`config.mk`:
```
export PLATFORM = sky130hd
export DESIGN_NAME = rfp_frame_tx
export DESIGN_NICKNAME = d
export VERILOG_FILES = /design/src/inc/rfp_pkg.sv /design/src/hw/rfp_tick_div.sv /design/src/hw/rfp_tone_gen.sv /design/src/hw/rfp_frame_tx.sv
export SDC_FILE = /design/constraint.sdc
export NUM_CORES = 1
export LEC_CHECK = 0
export BUFFER_PORTS_ARGS = -buffer_cell sky130_fd_sc_hd__buf_2
export CAP_MARGIN = 40
export CELL_PAD_IN_SITES_DETAIL_PLACEMENT = 1
export CELL_PAD_IN_SITES_GLOBAL_PLACEMENT = 2
export CORE_MARGIN = 1
export CORE_UTILIZATION = 37
export DETAILED_ROUTE_END_ITERATION = 8
export MAX_ROUTING_LAYER = met4
export PLACE_DENSITY = 0.86
export SKIP_CTS_REPAIR_TIMING = 1
export SLEW_MARGIN = 20
export SYNTH_ARGS = -nofsm -noshare
export SYNTH_HDL_FRONTEND = slang
export SYNTH_HIERARCHICAL = 1
export SYNTH_SLANG_ARGS = --single-unit
```
`constraint.sdc`:
```
create_clock -name clk_in -period 3.9 [get_ports clk_in]
set_input_delay 0.78 -clock clk_in [delete_from_list [all_inputs] [get_ports clk_in]]
set_output_delay 0.78 -clock clk_in [all_outputs]
set_load 0.1 [all_outputs]
```
`src/inc/rfp_pkg.sv`:
```
package rfp_pkg;

  // Clock and bit timing.
  localparam int unsigned CLK_HZ = 32'h0262_5A00;
  localparam int unsigned BIT_RATE_BPS = 32'h0000_12C0;
  localparam int unsigned MS_PER_S = 32'h0000_03E8;
  localparam int unsigned TONE_HZ = 32'h0000_08CA;
  localparam int unsigned CYC_PER_BIT = CLK_HZ / BIT_RATE_BPS;
  localparam int unsigned CYC_PER_MS = CLK_HZ / MS_PER_S;
  localparam int unsigned TONE_HALF_CYC = CLK_HZ / (TONE_HZ << 1);
  localparam int unsigned DIV_W = 16;

  // Phase lengths in milliseconds.
  localparam logic [5:0] LEAD_MIN_MS = 6'h14;
  localparam logic [5:0] LEAD_MAX_MS = 6'h3C;
  localparam logic [5:0] TONE_MS = 6'h0F;
  localparam logic [5:0] TAIL_MS = 6'h05;

  // Preamble words and their last bit indices.
  localparam logic [47:0] SYNC_WORD = 48'hEB90_B433_AAAA;
  localparam logic [31:0] MARK_WORD = 32'h352E_F853;
  localparam logic [5:0] SYNC_LAST = 6'h2F;
  localparam logic [5:0] MARK_LAST = 6'h1F;
  localparam logic [5:0] BYTE_LAST = 6'h07;
  localparam logic [5:0] CNT_ONE = 6'h01;

  // Link header layout.
  localparam logic [1:0] HDR_VERSION = 2'h0;
  localparam logic [3:0] HDR_RESERVED = 4'h0;

  typedef enum logic [6:0] {
    ST_IDLE = 7'h01,
    ST_LEAD = 7'h02,
    ST_TONE = 7'h04,
    ST_SYNC = 7'h08,
    ST_MARK = 7'h10,
    ST_PAY = 7'h20,
    ST_TAIL = 7'h40
  } rfp_state_t;

endpackage

```
`src/hw/rfp_tick_div.sv`:
```
`timescale 1ns/1ps
module rfp_tick_div
  import rfp_pkg::*;
#(
  parameter int unsigned DIV = 32'h0000_0002
) (
  input wire logic clk_in,
  input wire logic rst_n_in,
  input wire logic restart_in,
  output logic tick_out
);

  localparam logic [DIV_W-1:0] LAST = DIV_W'(DIV - 1);
  localparam logic [DIV_W-1:0] FIRST = DIV_W'(1);

  logic [DIV_W-1:0] cnt_q;

  wire at_last = (cnt_q == LAST);

  // A restart counts its own cycle, so the first tick after it comes exactly
  // DIV cycles later, as every following one does.
  always_ff @(posedge clk_in) begin
    if (!rst_n_in) begin
      cnt_q <= '0;
      tick_out <= 1'b0;
    end else if (restart_in) begin
      cnt_q <= FIRST;
      tick_out <= 1'b0;
    end else begin
      cnt_q <= at_last ? '0 : cnt_q + 1'b1;
      tick_out <= at_last;
    end
  end

endmodule

```
`src/hw/rfp_tone_gen.sv`:
```
`timescale 1ns/1ps
module rfp_tone_gen
  import rfp_pkg::*;
#(
  parameter int unsigned HALF_CYC = TONE_HALF_CYC
) (
  input wire logic clk_in,
  input wire logic rst_n_in,
  input wire logic enable_in,
  output logic tone_out
);

  localparam logic [DIV_W-1:0] LAST = DIV_W'(HALF_CYC - 1);

  logic [DIV_W-1:0] cnt_q;

  wire flip = (cnt_q == LAST);

  // Square wave; silent whenever the tone phase was not active in the cycle before.
  always_ff @(posedge clk_in) begin
    if (!rst_n_in || !enable_in) begin
      cnt_q <= '0;
      tone_out <= 1'b0;
    end else begin
      cnt_q <= flip ? '0 : cnt_q + 1'b1;
      tone_out <= tone_out ^ flip;
    end
  end

  property p_tone_hold;
    @(posedge clk_in) disable iff (!rst_n_in)
      enable_in |=> !enable_in || (tone_out != $past(tone_out)) == $past(flip);
  endproperty
  a_tone_hold: assert property (p_tone_hold)
    else $error("tone toggled off its half period");

endmodule

```
`src/hw/rfp_frame_tx.sv`:
```
`timescale 1ns/1ps
module rfp_frame_tx
  import rfp_pkg::*;
#(
  parameter int unsigned CYC_BIT = CYC_PER_BIT,
  parameter int unsigned CYC_MS = CYC_PER_MS,
  parameter int unsigned TONE_HALF = TONE_HALF_CYC
) (
  input wire logic clk_in,
  input wire logic rst_n_in,
  input wire logic start_in,
  input wire logic [5:0] lead_ms_in,
  input wire logic [9:0] payload_byte_count_in,
  input wire logic pay_valid_in,
  input wire logic [7:0] pay_data_in,
  input wire logic pay_last_in,
  output logic pay_ready_out,
  output logic [15:0] hdr_out,
  output logic transmit_key_out,
  output logic tone_out,
  output logic data_out,
  output logic data_en_out,
  output logic busy_out,
  output logic refused_out,
  output logic underrun_out
);

  rfp_state_t state_q;
  rfp_state_t state_d;
  logic [5:0] ms_q;
  logic [5:0] lead_len_q;
  logic [5:0] cnt_q;
  logic [47:0] sh_q;
  logic [7:0] hold_q;
  logic hold_v_q;
  logic hold_last_q;
  logic cur_last_q;
  logic got_last_q;
  logic data_q;
  logic data_en_q;
  logic key_q;
  logic busy_q;
  logic ready_q;
  logic refused_q;
  logic underrun_q;
  logic [15:0] hdr_q;
  logic ms_tick;
  logic bit_tick;

  wire st_idle = (state_q == ST_IDLE);
  wire st_lead = (state_q == ST_LEAD);
  wire st_tone = (state_q == ST_TONE);
  wire st_sync = (state_q == ST_SYNC);
  wire st_mark = (state_q == ST_MARK);
  wire st_pay = (state_q == ST_PAY);
  wire st_tail = (state_q == ST_TAIL);

  // A frame starts only on the media-access trigger, never while busy.
  wire go = start_in && st_idle;
  wire refuse = start_in && !st_idle;

  // Lead-in length is clamped into its legal range when a frame starts.
  wire [5:0] lead_clamped = (lead_ms_in < LEAD_MIN_MS) ? LEAD_MIN_MS :
                            (lead_ms_in > LEAD_MAX_MS) ? LEAD_MAX_MS :
                            lead_ms_in;

  // The tail is timed from the end of the last data bit.
  wire tail_data = st_tail && data_en_q;
  wire tail_go = tail_data && bit_tick;
  wire [5:0] ms_target = st_lead ? lead_len_q :
                         st_tone ? TONE_MS : TAIL_MS;
  wire ms_count = (st_lead || st_tone || st_tail) && !tail_data;
  wire ms_done = ms_count && ms_tick && (ms_q == ms_target - CNT_ONE);
  wire phase_change = (state_d != state_q);
  wire ms_restart = phase_change || tail_go;

  // Bit boundaries of the serial stream.
  wire shifting = st_sync || st_mark || st_pay;
  wire bit_step = shifting && bit_tick;
  wire sync_end = st_sync && bit_step && (cnt_q == SYNC_LAST);
  wire mark_end = st_mark && bit_step && (cnt_q == MARK_LAST);
  wire byte_end = st_pay && bit_step && (cnt_q == BYTE_LAST);
  wire need_byte = mark_end || byte_end;
  wire pay_end = need_byte && (cur_last_q || !hold_v_q);
  wire load_byte = need_byte && !pay_end;
  wire take = pay_valid_in && ready_q;
  wire hold_v_d = take || (hold_v_q && !load_byte);
  wire got_last_d = (got_last_q && !go) || (take && pay_last_in);
  wire ready_d = shifting && !hold_v_d && !got_last_d;
  wire busy_d = (state_d != ST_IDLE);

  always_comb begin
    state_d = state_q;
    case (state_q)
      ST_IDLE: if (go) state_d = ST_LEAD;
      ST_LEAD: if (ms_done) state_d = ST_TONE;
      ST_TONE: if (ms_done) state_d = ST_SYNC;
      ST_SYNC: if (sync_end) state_d = ST_MARK;
      ST_MARK: begin
        if (mark_end) state_d = pay_end ? ST_TAIL : ST_PAY;
      end
      ST_PAY: if (pay_end) state_d = ST_TAIL;
      ST_TAIL: if (ms_done) state_d = ST_IDLE;
      default: state_d = ST_IDLE;
    endcase
  end

  rfp_tick_div #(
    .DIV(CYC_MS)
  ) u_ms_div (
    .clk_in(clk_in),
    .rst_n_in(rst_n_in),
    .restart_in(ms_restart),
    .tick_out(ms_tick)
  );

  // Restarted as the first bit goes out so that bit periods stay even.
  rfp_tick_div #(
    .DIV(CYC_BIT)
  ) u_bit_div (
    .clk_in(clk_in),
    .rst_n_in(rst_n_in),
    .restart_in(st_tone && ms_done),
    .tick_out(bit_tick)
  );

  rfp_tone_gen #(
    .HALF_CYC(TONE_HALF)
  ) u_tone (
    .clk_in(clk_in),
    .rst_n_in(rst_n_in),
    .enable_in(st_tone),
    .tone_out(tone_out)
  );

  always_ff @(posedge clk_in) begin
    if (!rst_n_in) begin
      state_q <= ST_IDLE;
      ms_q <= '0;
    end else begin
      state_q <= state_d;
      ms_q <= ms_restart ? '0 : ms_q + (ms_count && ms_tick ? 6'h01 : 6'h00);
    end
  end

  always_ff @(posedge clk_in) begin
    if (!rst_n_in) begin
      lead_len_q <= LEAD_MIN_MS;
      hdr_q <= '0;
    end else if (go) begin
      lead_len_q <= lead_clamped;
      hdr_q <= {HDR_VERSION, HDR_RESERVED, payload_byte_count_in};
    end
  end

  // Serializer: correlation word, marker, then payload bytes with no gap.
  always_ff @(posedge clk_in) begin
    if (!rst_n_in) begin
      sh_q <= '0;
      cnt_q <= '0;
      data_q <= 1'b0;
      data_en_q <= 1'b0;
    end else if (st_tone && ms_done) begin
      sh_q <= SYNC_WORD << 1;
      data_q <= SYNC_WORD[47];
      cnt_q <= CNT_ONE;
      data_en_q <= 1'b1;
    end else if (bit_step) begin
      data_q <= sh_q[47];
      if (sync_end) begin
        sh_q <= {MARK_WORD, 16'h0000};
        cnt_q <= '0;
      end else if (need_byte) begin
        sh_q <= {hold_q, 40'h00_0000_0000};
        cnt_q <= '0;
      end else begin
        sh_q <= sh_q << 1;
        cnt_q <= cnt_q + CNT_ONE;
      end
    end else if (tail_go) begin
      data_q <= 1'b0;
      data_en_q <= 1'b0;
    end
  end

  // One-byte holding stage filled ahead of each byte boundary.
  always_ff @(posedge clk_in) begin
    if (!rst_n_in) begin
      hold_q <= '0;
      hold_v_q <= 1'b0;
      hold_last_q <= 1'b0;
      cur_last_q <= 1'b0;
      got_last_q <= 1'b0;
      ready_q <= 1'b0;
    end else begin
      if (take) begin
        hold_q <= pay_data_in;
        hold_last_q <= pay_last_in;
      end
      if (load_byte) begin
        cur_last_q <= hold_last_q;
      end else if (go) begin
        cur_last_q <= 1'b0;
      end
      hold_v_q <= hold_v_d && !go;
      got_last_q <= got_last_d;
      ready_q <= ready_d;
    end
  end

  always_ff @(posedge clk_in) begin
    if (!rst_n_in) begin
      key_q <= 1'b0;
      busy_q <= 1'b0;
      refused_q <= 1'b0;
      underrun_q <= 1'b0;
    end else begin
      key_q <= busy_d;
      busy_q <= busy_d;
      refused_q <= refuse;
      underrun_q <= pay_end && !cur_last_q;
    end
  end

  assign pay_ready_out = ready_q;
  assign hdr_out = hdr_q;
  assign transmit_key_out = key_q;
  assign data_out = data_q;
  assign data_en_out = data_en_q;
  assign busy_out = busy_q;
  assign refused_out = refused_q;
  assign underrun_out = underrun_q;

  property p_refuse;
    @(posedge clk_in) disable iff (!rst_n_in)
      start_in && !st_idle && !(st_tail && ms_done) |=>
        refused_out && !st_idle;
  endproperty
  a_refuse: assert property (p_refuse)
    else $error("start while busy was not refused");

  property p_lead_len;
    @(posedge clk_in) disable iff (!rst_n_in)
      st_lead && ms_done |-> ms_q + CNT_ONE >= LEAD_MIN_MS
        && ms_q < LEAD_MAX_MS && !data_en_q && !tone_out;
  endproperty
  a_lead_len: assert property (p_lead_len)
    else $error("carrier lead-in length out of range");

  property p_lead_cfg;
    @(posedge clk_in) disable iff (!rst_n_in)
      go |=> lead_len_q == $past(lead_clamped);
  endproperty
  a_lead_cfg: assert property (p_lead_cfg)
    else $error("lead-in setting not captured");

  property p_tone_end;
    @(posedge clk_in) disable iff (!rst_n_in)
      st_tone && ms_tick |-> (ms_q == TONE_MS - CNT_ONE) == (state_d == ST_SYNC);
  endproperty
  a_tone_end: assert property (p_tone_end)
    else $error("tone phase length wrong");

  property p_sync_load;
    @(posedge clk_in) disable iff (!rst_n_in)
      st_tone && ms_done |=> st_sync && data_en_out
        && data_out == SYNC_WORD[47] && sh_q == (SYNC_WORD << 1);
  endproperty
  a_sync_load: assert property (p_sync_load)
    else $error("correlation word not loaded");

  property p_mark_load;
    @(posedge clk_in) disable iff (!rst_n_in)
      sync_end |=> st_mark && sh_q[47:16] == MARK_WORD;
  endproperty
  a_mark_load: assert property (p_mark_load)
    else $error("frame marker not loaded after correlation word");

  property p_msb_first;
    @(posedge clk_in) disable iff (!rst_n_in)
      bit_step |=> data_out == $past(sh_q[47]) && data_en_out;
  endproperty
  a_msb_first: assert property (p_msb_first)
    else $error("serial bit not taken from the top of the shifter");

  property p_pay_follow;
    @(posedge clk_in) disable iff (!rst_n_in)
      mark_end && hold_v_q |=> st_pay && cnt_q == 6'h00
        && sh_q[47:40] == $past(hold_q);
  endproperty
  a_pay_follow: assert property (p_pay_follow)
    else $error("payload did not follow the marker");

  property p_bit_space;
    @(posedge clk_in) disable iff (!rst_n_in)
      bit_tick |=> !bit_tick[*7];
  endproperty
  a_bit_space: assert property (p_bit_space)
    else $error("bit ticks too close");

  property p_key_release;
    @(posedge clk_in) disable iff (!rst_n_in)
      st_tail && ms_done |=> st_idle && !transmit_key_out && !busy_out;
  endproperty
  a_key_release: assert property (p_key_release)
    else $error("key not released after tail");

endmodule

```
==> flow_summary.toml <==
[setup_path]
r2r_start = "state_q[1]$_SDFF_PN0_"
cp_max_fo = 14
cp.arrival_ns = 3.78
worstReg2RegEnd = "u_ms_div/cnt_q[4]$_SDFF_PP0_"
crit_start = "state_q[1]$_SDFF_PN0_"
cp-start-kind = "flop"
slowest_delay_ns = 0.54
worstPathRequired_ns = 4.20
endpoint = "u_ms_div/cnt_q[4]$_SDFF_PP0_"
r2r_cells = 9
crit_chain = "nor3b_1, and2_1, nand4b_1, or3_4, a21o_2, o31ai_2, a21o_1, a311o_2, nor2_1"
worstSetupPathType = "flop to flop"
ff2ff_setup_slack_ns = 0.42
crit_slowest_cell = "dfxtp_1"
endpoint_kind = "flop"

[outcome]
status = "finished, final reports clean"

[timing]
slew_violations = 0
slew_headroom_pct = 49.81
fin_ws_ns = 0.4200
finalCriticalPeriod_ns = 3.480
setup_viol = 0
finalSetupTns_ns = 0
clock_skew_ns = 0.007758
max_freq_ghz = 0.2874
hold_viol_final = 0
post-route-period-util_pct = 89.23
worstMarginPinSlew_ns = 0.7528
hold_ws_ns = 0.4471
rsz0062_at_grt = "no"

[synthesis]
synthFlopType = "dfxtp_1"
synthCells = 799
syn_avg_cell_area_sq_um = 8.736
synth-seq-area-share_pct = 43.02
synth_cell_types = 79
ys.warnings.count = 6
synth_edf_count = 0
synth-async-reset-ratio_pct = 0
synthesis.area_sq_mm = 0.006980
ys_ff_latch = 150

[global_routing]
grt_antenna_before_repair = 0
first_global_vias = 6158
grt_max_degree = 41
grt_use_total_pct = 20.30
grt_overflow_total = 0
grt_pass1_wl_microns = 31020

[placed_design]
gp_congestion = 0.8290
pre_cts_ws_ns = 0.4574
io_buffers = 46
place_inst = 1037
place_area_sq_mm = 0.007333
dp_hpwl_microns = 12570

[floorplan]
rows = 49
start_util_pct = 38.34
boundaryPins = 53
die_w_microns = 139.4
fp.dieArea_sq_mm = 0.01942
core-area_sq_mm = 0.01821
die_height_microns = 139.4

[cells_and_area]
area_growth_pct = 14.43
fin_nets = 864
layout_common_cells = "dfxtp_1, nand2_1, nor2_1"
layout_commonest_cell = "dfxtp_1"
fin_area_sq_mm = 0.007988
layout.cells.non_filler = 1069
diodes = 0
drive_above_1_share_pct = 16.19

[detailed_routing]
wl_per_cell_microns = 16.98
vias = 5910
drt_pass1_iterations = 4
dr.first_iter.drc_count = 340
wl_microns = 18160
drtAntennaViolNets = 0
drc = 0
routed_via_density = 5.529

[cts]
cts_tree = "yes"
cts_buffers = 17
clk-insertion-delay-late_ns = 0.43
cts_max_level = 4
cts.sinks = 150
root_buffer = "clkbuf_16"
path_clk_slew_ns = 0.07
cts.path.max_buffers = 2

[job]
maxCapViolCount = 0

[hold_path]
worstHoldPathType = "flop to flop"

[pwr]
max-vdd-ir-drop_v = 0.0002974
powerDensity_mw_per_mm2 = 456.5
p_leak_nw = 2.764
[cell type report]
class | count | area (sq um)
sequential | 150 | 3003
timing repair buffer | 56 | 317.8
clock inverter | 15 | 229.0
clock buffer | 17 | 425.4
fill | 2105 | 10220
inverter | 17 | 63.81
tap | 229 | 286.5
multi-input combinational | 585 | 3662
[layer usage]
metal / part of all wire (%) / global-route usage, %
met3: 2.8 / 3.648
met1: 46 / 24.81
met2: 49 / 33.03
met4: 2.1 / 8.187
met5: 0 / -
[synthesized netlist by cell type (6+ instances only)]
master | count | area, sq um
o21ai_0 | 13 | 65.06
clkbuf_1 | 26 | 97.59
nor4_1 | 17 | 106.4
nand2_1 | 92 | 345.3
nor2_2 | 11 | 68.82
nand3_1 | 31 | 155.2
nor3_1 | 21 | 105.1
xor2_1 | 17 | 148.9
buf_4 | 8 | 60.06
a22oi_1 | 29 | 217.7
a21oi_1 | 57 | 285.3
buf_2 | 11 | 55.05
a2111oi_0 | 7 | 61.31
nor2b_1 | 6 | 37.54
a211oi_1 | 18 | 135.1
nor3b_1 | 6 | 45.04
nand4_1 | 13 | 81.33
and3_1 | 7 | 43.79
ha_1 | 8 | 100.1
dfxtp_1 | 150 | 3003
inv_1 | 16 | 60.06
xnor2_1 | 34 | 297.8
nor2_1 | 82 | 307.8
nor4_2 | 6 | 75.07
o21a_1 | 7 | 52.55
[cell families after synthesis]
group / Yosys count / synth area share, %
muxes: 8 / 1.201
xor gates and xnor gates: 51 / 6.399
buffers and inverters: 69 / 4.875
DFF: 150 / 43.02
AOI/OAI and AO/OA: 172 / 16.97
adders and majority gates: 8 / 1.434
other: 1 / 0.05372
and+or+nand+nor: 340 / 26.04
[power by group]
group / switching [mW] / internal [mW]
Combinational: 0.191 / 0.0564
Sequential: 0.0226 / 1.55
Clock: 0.724 / 1.10
Total: 0.937 / 2.71
[worst max-delay path, delay by kind of cell, from the launching register on]
family,cells,cell delay [ns]
compound gates,4,1.39
simple gates,5,1.43
flops,1,0.54
[per-stage QoR]
stage	utilization [%]	power, mW
after detailed placement	40.27	1.856
after global placement	40.27	1.849
after floorplan	-	1.806
final	43.87	3.646
after global routing	43.87	3.766
after CTS	43.87	3.684
[sequential cells by signal, indices dropped and copies added (netlist names), 6 cells and up]
| register | flops |
|---|---|
| sh_q | 46 |
| u_tone/cnt_q | 16 |
| lead_len_q | 6 |
| u_ms_div/cnt_q | 16 |
| hdr_out | 10 |
| ms_q | 6 |
| cnt_q | 6 |
| state_q | 7 |
| hold_q | 8 |
| u_bit_div/cnt_q | 16 |
[worst min path at each step]
stage	from	end	slack, ns	cells past startpoint
after floorplan	sh_q[2]$_SDFFE_PN0P_	sh_q[2]$_SDFFE_PN0P_	0.42	2
after global placement	hdr_out[5]$_SDFFE_PN0P_	hdr_out[5]$_SDFFE_PN0P_	0.44	2
after detailed placement	sh_q[2]$_SDFFE_PN0P_	sh_q[2]$_SDFFE_PN0P_	0.44	2
after CTS	sh_q[2]$_SDFFE_PN0P_	sh_q[2]$_SDFFE_PN0P_	0.45	2
after global routing	sh_q[2]$_SDFFE_PN0P_	sh_q[2]$_SDFFE_PN0P_	0.48	2
final	sh_q[2]$_SDFFE_PN0P_	sh_q[2]$_SDFFE_PN0P_	0.45	2
Note: power is estimated with default switching activity, not from simulation.
